$ cat config.mk
export PLATFORM = sky130hd
export DESIGN_NAME = sbc_regs
export DESIGN_NICKNAME = d
export VERILOG_FILES = /design/src/hdl/sbc_pkg.sv /design/src/hdl/sbc_clkgen.sv /design/src/hdl/sbc_regs.sv
export SDC_FILE = /design/constraint.sdc
export NUM_CORES = 1
export LEC_CHECK = 0
export ABC_CLOCK_PERIOD_IN_PS = 7500
export BUFFER_PORTS_ARGS = -buffer_cell sky130_fd_sc_hd__buf_2
export CORE_MARGIN = 2
export CORE_UTILIZATION = 37
export CTS_CLUSTER_SIZE = 12
export DETAILED_ROUTE_END_ITERATION = 8
export PLACE_DENSITY_LB_ADDON = 0.05
export SLEW_MARGIN = 0
export SYNTH_ARGS = -nofsm -noshare
export SYNTH_HDL_FRONTEND = slang
export SYNTH_SLANG_ARGS = --single-unit
export TNS_END_PERCENT = 30
$ cat constraint.sdc
create_clock -name sys_clk -period 7.5 [get_ports sys_clk]
set_clock_uncertainty 0.05 [all_clocks]
set_input_delay 0.375 -clock sys_clk [delete_from_list [all_inputs] [get_ports sys_clk]]
set_output_delay 0.375 -clock sys_clk [all_outputs]
set_load 0.05 [all_outputs]
$ cat src/hdl/sbc_pkg.sv
// Constants, field layouts and carrier types for the software and boost control words.
// Assumes a 40 MHz system clock and 16-bit words delivered already deframed.
package sbc_pkg;

  // Clock and time bases
  localparam int unsigned SYS_CLK_KHZ = 40000;
  localparam int unsigned WD_TIMEOUT_US = 5000;
  localparam int unsigned WD_TIMEOUT_CYC = (WD_TIMEOUT_US * SYS_CLK_KHZ) / 1000;

  // Word identification, top three bits
  localparam int unsigned ID_MSB = 15;
  localparam int unsigned ID_LSB = 13;
  localparam logic [2:0] ID_SOFTWARE = 3'h4;
  localparam logic [2:0] ID_BOOST = 3'h3;
  localparam logic [2:0] ID_SLEW = 3'h0;

  // Software word fields
  localparam int unsigned SW_CRC_BIT = 12;
  localparam int unsigned SW_KEY_MSB = 11;
  localparam logic [11:0] KEY_RESET = 12'h555;
  localparam logic [11:0] KEY_KEEPALIVE = 12'h195;

  // Boost control word fields
  localparam int unsigned BC_COMP_BIT = 6;
  localparam int unsigned BC_PHASE_LSB = 4;
  localparam int unsigned BC_RATE_LSB = 2;
  localparam int unsigned BC_CEIL_LSB = 0;

  // Slew word fields
  localparam int unsigned SR_EN_BIT = 12;
  localparam int unsigned SR_CLK_LSB = 3;
  localparam int unsigned SR_STEP_LSB = 0;

  // Switching rate codes and their nominal rates
  localparam logic [1:0] RATE_250K = 2'h0;
  localparam logic [1:0] RATE_410K = 2'h1;
  localparam logic [1:0] RATE_650K = 2'h2;
  localparam logic [1:0] RATE_RESERVED = 2'h3;
  localparam int unsigned RATE_250_KHZ = 250;
  localparam int unsigned RATE_410_KHZ = 410;
  localparam int unsigned RATE_650_KHZ = 650;
  localparam logic [7:0] PER_250_CYC = 8'(SYS_CLK_KHZ / RATE_250_KHZ);
  localparam logic [7:0] PER_410_CYC = 8'(SYS_CLK_KHZ / RATE_410_KHZ);
  localparam logic [7:0] PER_650_CYC = 8'(SYS_CLK_KHZ / RATE_650_KHZ);

  // Phase codes
  localparam logic [1:0] PH_SAME = 2'h0;
  localparam logic [1:0] PH_AB_CD = 2'h1;
  localparam logic [1:0] PH_AC_BD = 2'h2;
  localparam logic [1:0] PH_QUAD = 2'h3;

  localparam int unsigned NUM_CHAN = 4;

  typedef enum logic [1:0] {
    SBC_KIND_OTHER = 2'b00,
    SBC_KIND_SOFTWARE = 2'b01,
    SBC_KIND_BOOST = 2'b10,
    SBC_KIND_SLEW = 2'b11
  } sbc_kind_e;

  typedef struct packed {
    logic [1:0] chan;
    logic [15:0] data;
  } sbc_word_s;

  typedef struct packed {
    logic comp;
    logic [1:0] phase;
    logic [1:0] rate;
    logic [1:0] ceiling;
  } sbc_boost_s;

  typedef struct packed {
    logic enable;
    logic [3:0] clk_sel;
    logic [2:0] step;
  } sbc_slew_s;

  // Values after reset
  localparam sbc_boost_s BOOST_RESET = '{comp: 1'b0, phase: PH_SAME, rate: RATE_410K,
                                         ceiling: 2'h0};
  localparam sbc_slew_s SLEW_RESET = '{enable: 1'b0, clk_sel: 4'h0, step: 3'h0};

endpackage

$ cat src/hdl/sbc_clkgen.sv
// Per-channel boost switching clocks, divided from the system clock.
// Assumes rate and phase come from the control register and change rarely.
`timescale 1ns/1ps
`default_nettype none
module sbc_clkgen (
  input wire logic sys_clk,
  input wire logic rst,
  input wire logic ce,
  input wire logic [1:0] rate,
  input wire logic [1:0] phase,
  output logic [3:0] chan_clk
);

  logic [7:0] cnt_r;
  logic [7:0] period;
  logic [7:0] quarter;

  function automatic logic [7:0] rate_period(input logic [1:0] code);
    case (code)
      sbc_pkg::RATE_250K: rate_period = sbc_pkg::PER_250_CYC;
      sbc_pkg::RATE_650K: rate_period = sbc_pkg::PER_650_CYC;
      default: rate_period = sbc_pkg::PER_410_CYC;
    endcase
  endfunction

  // Offset of each channel within one period
  function automatic logic [7:0] chan_offset(input logic [1:0] ph, input logic [1:0] ch,
                                             input logic [7:0] q);
    case (ph)
      sbc_pkg::PH_AB_CD: chan_offset = ch[1] ? 8'(q << 1) : 8'h00;
      sbc_pkg::PH_AC_BD: chan_offset = ch[0] ? 8'(q << 1) : 8'h00;
      sbc_pkg::PH_QUAD: chan_offset = 8'(q * ch);
      default: chan_offset = 8'h00;
    endcase
  endfunction

  // Level of one channel clock for a given count, period and offset
  function automatic logic chan_level(input logic [7:0] cnt, input logic [7:0] per,
                                      input logic [7:0] off);
    logic [8:0] shifted;
    shifted = 9'(cnt) + 9'(per) - 9'(off);
    if (shifted >= 9'(per))
      shifted = shifted - 9'(per);
    chan_level = (shifted < 9'(per >> 1));
  endfunction

  assign period = rate_period(rate);
  assign quarter = 8'(period >> 2);

  always_ff @(posedge sys_clk)
  begin
    if (rst)
      cnt_r <= 8'h00;
    else if (ce)
      cnt_r <= (cnt_r >= period - 8'h01) ? 8'h00 : 8'(cnt_r + 8'h01);
  end

  always_ff @(posedge sys_clk)
  begin
    if (rst)
      chan_clk <= 4'h0;
    else if (ce)
      for (int i = 0; i < sbc_pkg::NUM_CHAN; i++)
        chan_clk[i] <= chan_level(cnt_r, period, chan_offset(phase, 2'(i), quarter));
  end

endmodule // sbc_clkgen
`default_nettype wire

$ cat src/hdl/sbc_regs.sv
// Software key word and boost converter control word decoder with watchdog.
// Assumes words arrive deframed and checked, one per cycle with word_valid high.
`timescale 1ns/1ps
`default_nettype none
module sbc_regs #(
  parameter int unsigned WD_TIMEOUT_CYC = sbc_pkg::WD_TIMEOUT_CYC
) (
  input wire logic sys_clk,
  input wire logic rst,
  input wire logic ce,
  input wire logic word_valid,
  input wire sbc_pkg::sbc_word_s word_in,
  input wire logic wd_enable,
  output logic crc_check_on,
  output sbc_pkg::sbc_boost_s boost_cfg,
  output logic [3:0] boost_chan_clk,
  output sbc_pkg::sbc_slew_s [3:0] slew_cfg,
  output logic soft_reset_pulse,
  output logic alert,
  output logic keepalive_pulse,
  output logic word_ignored
);

  sbc_pkg::sbc_kind_e kind;
  logic [11:0] key;
  logic take;
  logic is_reset_key;
  logic is_keepalive;
  logic soft_rst_r;
  logic core_rst;
  logic [31:0] wd_cnt_r;
  logic wd_expire;

  function automatic sbc_pkg::sbc_kind_e word_kind(input logic [15:0] d);
    case (d[sbc_pkg::ID_MSB:sbc_pkg::ID_LSB])
      sbc_pkg::ID_SOFTWARE: word_kind = sbc_pkg::SBC_KIND_SOFTWARE;
      sbc_pkg::ID_BOOST: word_kind = sbc_pkg::SBC_KIND_BOOST;
      sbc_pkg::ID_SLEW: word_kind = sbc_pkg::SBC_KIND_SLEW;
      default: word_kind = sbc_pkg::SBC_KIND_OTHER;
    endcase
  endfunction

  // Word decode
  assign take = word_valid && ce;
  assign kind = word_kind(word_in.data);
  assign key = word_in.data[sbc_pkg::SW_KEY_MSB:0];
  assign is_reset_key = take && (kind == sbc_pkg::SBC_KIND_SOFTWARE)
                        && (key == sbc_pkg::KEY_RESET);
  assign is_keepalive = take && (kind == sbc_pkg::SBC_KIND_SOFTWARE)
                        && (key == sbc_pkg::KEY_KEEPALIVE);

  // Soft reset clears all state the cycle after the key
  assign core_rst = rst || soft_rst_r;

  always_ff @(posedge sys_clk)
  begin
    if (rst)
      soft_rst_r <= 1'b0;
    else if (ce)
      soft_rst_r <= is_reset_key && !soft_rst_r;
  end

  assign soft_reset_pulse = soft_rst_r;

  // CRC check enable
  always_ff @(posedge sys_clk)
  begin
    if (core_rst)
      crc_check_on <= 1'b0;
    else if (take && kind == sbc_pkg::SBC_KIND_SOFTWARE && !is_reset_key)
      crc_check_on <= word_in.data[sbc_pkg::SW_CRC_BIT];
  end

  // Boost control fields, bits 12 to 7 unused
  always_ff @(posedge sys_clk)
  begin
    if (core_rst)
      boost_cfg <= sbc_pkg::BOOST_RESET;
    else if (take && kind == sbc_pkg::SBC_KIND_BOOST)
    begin
      boost_cfg.comp <= word_in.data[sbc_pkg::BC_COMP_BIT];
      boost_cfg.phase <= word_in.data[sbc_pkg::BC_PHASE_LSB +: 2];
      boost_cfg.ceiling <= word_in.data[sbc_pkg::BC_CEIL_LSB +: 2];
      if (word_in.data[sbc_pkg::BC_RATE_LSB +: 2] != sbc_pkg::RATE_RESERVED)
        boost_cfg.rate <= word_in.data[sbc_pkg::BC_RATE_LSB +: 2];
    end
  end

  // Per-channel slew settings
  always_ff @(posedge sys_clk)
  begin
    if (core_rst)
      slew_cfg <= {sbc_pkg::NUM_CHAN{sbc_pkg::SLEW_RESET}};
    else if (take && kind == sbc_pkg::SBC_KIND_SLEW)
    begin
      slew_cfg[word_in.chan].enable <= word_in.data[sbc_pkg::SR_EN_BIT];
      slew_cfg[word_in.chan].clk_sel <= word_in.data[sbc_pkg::SR_CLK_LSB +: 4];
      slew_cfg[word_in.chan].step <= word_in.data[sbc_pkg::SR_STEP_LSB +: 3];
    end
  end

  // Watchdog counter, held clear while disabled; parks at WD_TIMEOUT_CYC, one past the expiry count
  // Expiry lasts one cycle, so a later keep-alive can still clear the alert
  assign wd_expire = wd_enable && (wd_cnt_r == 32'(WD_TIMEOUT_CYC - 1));

  always_ff @(posedge sys_clk)
  begin
    if (core_rst)
      wd_cnt_r <= 32'h0000_0000;
    else if (ce)
    begin
      if (!wd_enable || is_keepalive)
        wd_cnt_r <= 32'h0000_0000;
      else if (wd_cnt_r < 32'(WD_TIMEOUT_CYC))
        wd_cnt_r <= wd_cnt_r + 32'h0000_0001;
    end
  end

  // Alert is sticky; a new expiry wins over a keep-alive
  always_ff @(posedge sys_clk)
  begin
    if (core_rst)
      alert <= 1'b0;
    else if (ce)
    begin
      if (wd_expire)
        alert <= 1'b1;
      else if (is_keepalive || !wd_enable)
        alert <= 1'b0;
    end
  end

  // Event pulses
  always_ff @(posedge sys_clk)
  begin
    if (core_rst)
    begin
      keepalive_pulse <= 1'b0;
      word_ignored <= 1'b0;
    end
    else if (ce)
    begin
      keepalive_pulse <= is_keepalive;
      word_ignored <= take && ((kind == sbc_pkg::SBC_KIND_OTHER)
                      || (kind == sbc_pkg::SBC_KIND_SOFTWARE && !is_reset_key
                          && !is_keepalive && key != 12'h000));
    end
  end

  sbc_clkgen u_clkgen (
    .sys_clk(sys_clk),
    .rst(core_rst),
    .ce(ce),
    .rate(boost_cfg.rate),
    .phase(boost_cfg.phase),
    .chan_clk(boost_chan_clk)
  );

endmodule // sbc_regs
`default_nettype wire

==> qor.yml <==
syn_area_mm2: 0.00713
max_freq_ghz: 0.158
path_clk_slew_ps: 70
numPortBuffers: 70
synth-seq-area-share: 0.247
path_buf_inv: 1
fill_cells: 1989
path_cells: "nor2_1, inv_1, ha_1, ha_1, xnor2_1, xnor2_1, ha_1, a21o_1, a21oi_1, and3b_1, mux2i_1, nand2_1, xnor2_1, ha_1, nand3_1, o21ai_0, a21oi_1, nor2_1, xnor2_1, ha_1, o21a_1, o211ai_1, a211oi_1, o41ai_1"
synthFlopType: "dfxtp_1"
drive_above_1_share: 0.123
start_util: 0.379
route.met2.wl_um: 8340
grt_pass1_wl_um: 30700
synth_area_per_cell_um2: 8.03
yosysMostFrequentCell: "nor2_1"
critical-path-max-stage-delay_ps: 550
multi_input_comb_area_mm2: 0.00508
wl_met3_um: 911
vias: 6304
post_cts_buffers: 0
synth-warning-count: 0
synth_cells: 888
finalWirelength_um: 19200
cts_buffer_depth: 2
cts_tree: "yes"
worstPathArrival_ps: 6550
ir_drop_uv: 111
setup_violations: 0
post-dp-hpwl_um: 14300
drt-wirelength-per-cell_um: 15.8
die_x_um: 143
cts-resized-gates: 0
final-hold-violation-count: 0
crit_path_end_kind: "flop"
place.gp.congestion: 0.803
drt_first_pass_iters: 4
seqCellArea_mm2: 0.00176
ys_types: 78
ys_top_cells_by_area: "dfxtp_1 25%, ha_1 13%, nor2_1 6.6%"
yosysTopAreaCellShare: 0.247
async_flop_share: 0
post-route-drc-count: 0
finalCritPeriodShare: 0.846
synth_area_leader_cell: "dfxtp_1"
rsz0062_at_grt: "false"
run_status: "finished clean"
cp_slowest_cell: "xnor2_1"
area_delta_synth_final_pct: 12.5
ant_nets: 0
synth_edf_count: 0
hold_buffers: 0
grtUsageTotal: 0.190
yosys-top-cells-count: "125 x nor2_1, 88 x dfxtp_1, 75 x ha_1"
crit_required_ps: 7700
clock_latency_ps: 350
cts-root-buf: "clkbuf_16"
p_leak_nw: 3.35
path_delay_family: "adder cells"
layout_min_cycle_time_ps: 6340
viasPerCell: 5.21
first_global_vias: 5836
drv_cap: 0
drtIter0Drc: 250
path_class: "flop to flop"
grt_max_degree: 44
power_density_mw_per_mm2: 185
cts.sinks: 88
synth_fp_nets: 989
highest_layer: "met4"
antenna_found_initial: 0
holdWs_ps: 159
die_area_mm2: 0.0204
rows: 50
fin_nets: 1045
worst-path-max-fanout: 14
finalInstanceArea_mm2: 0.00802
slew_violations: 0
crit_top_cell: "ha_1"
cts-buffers-inserted: 9
coreArea_mm2: 0.0188
htreeDepth: 3
placed_cell_area_mm2: 0.00771
wl_met1_um: 9730
tns_ps: 0
ys_ff_latch: 88
slew_headroom: 0.300
tightest_slew_ps: 1050
fp.dieH_um: 143
io_pins: 71
hp-class: "primary input to flop"
grt_overflow: 0
crit_path_start_kind: "flop"
-- power by group --
part	internal [W]	total, W	switching (W)
combinational	0.000224	0.000524	0.000299
sequential	0.000476	0.000486	0.0000103
clock	0.000264	0.000474	0.000211
total	0.000964	0.00148	0.000520
-- cell type report --
type,count,area share
clock inverters,6,0.00921
flip-flops and latches,88,0.220
repair buffers,78,0.0512
well taps,260,0.0406
diodes,1,0.000312
multi-input cells,731,0.633
inverters,36,0.0172
clock buffers,10,0.0286
-- sequential cells by signal, summed over array words and instances, names as in the netlist --
register,flops
boost_cfg,7
wd_cnt_r,32
u_clkgen.cnt_r,8
alert,1
soft_reset_pulse,1
crc_check_on,1
slew_cfg,32
keepalive_pulse,1
word_ignored,1
u_clkgen.chan_clk,4
-- per-layer routing --
metal	global-route usage	vias to the layer above
met4	0.0386	0
li1	-	3300
met3	0.0490	11
met5	0	-
met1	0.267	2891
met2	0.296	102
-- stage by stage --
| step | utilization | power [W] | cells | setup slack (ps) |
|---|---|---|---|---|
| 2_1_floorplan | - | 0.000914 | 888 | 1410 |
| 3_3_place_gp | 0.410 | 0.00102 | 1193 | 1250 |
| 3_5_place_dp | 0.410 | 0.00102 | 1193 | 1170 |
| 4_1_cts | 0.426 | 0.00150 | 1209 | 1130 |
| 5_1_grt | 0.426 | 0.00158 | 1209 | 544 |
| 6_report | 0.426 | 0.00148 | 1210 | 1160 |
-- path summary, 6_finish.rpt --
check | slack [ps] | depth (start not counted) | startpoint | endpoint
setup / recovery | 1160 | 24 | boost_cfg[2] | u_clkgen.chan_clk[1]
hold / removal | 160 | 2 | rst | soft_reset_pulse
setup reg to reg | 1160 | 24 | boost_cfg[2] | u_clkgen.chan_clk[1]
hold reg to reg | 400 | 2 | alert | alert
-- cell families after synthesis --
family                   synth area share
AO/OA/AOI/OAI                       0.184
adder cells (fa/ha/maj)             0.140
AND/OR/NAND/NOR                     0.226
flip-flops                          0.247
multiplexers                       0.0709
XOR/XNOR                           0.0909
buffers and inverters              0.0411
-- placed cells by master (no fill, tap or decap), types with 4 or more instances in the layout --
master and count:
a211oi_1 5, mux2i_1 46, and3_1 10, o2111ai_1 4, inv_1 34, o21ai_0 40
a31o_2 4, o31a_1 5, o21a_1 11, nor2_1 125, nor3b_1 4, and2_1 7
clkbuf_16 9, nand2_1 52, dfxtp_1 88, o22ai_1 5, xnor2_1 42, buf_4 8
nor3_1 19, ha_1 75, nand3b_1 4, or3_1 9, nand3_1 34, nand2b_1 13
nand4_1 13, buf_2 70, a31oi_1 9, or4_1 4, or2_2 4, xor2_1 32
a21oi_1 68, nor2b_1 9, a21o_1 13, a22oi_1 5, nor4_1 5
-- worst register-to-register path, cell delays in order, from the launching register on --
cell and delay [ps]:
dfxtp_1 440, nor2_1 510, inv_1 130, ha_1 310, ha_1 340, xnor2_1 250, xnor2_1 550, ha_1 380
a21o_1 180, a21oi_1 280, and3b_1 220, mux2i_1 190, nand2_1 100, xnor2_1 230, ha_1 310, nand3_1 120
o21ai_0 120, a21oi_1 420, nor2_1 120, xnor2_1 150, ha_1 300, o21a_1 110, o211ai_1 150, a211oi_1 70
o41ai_1 240
No activity file was read; power rests on OpenSTA's default activity.
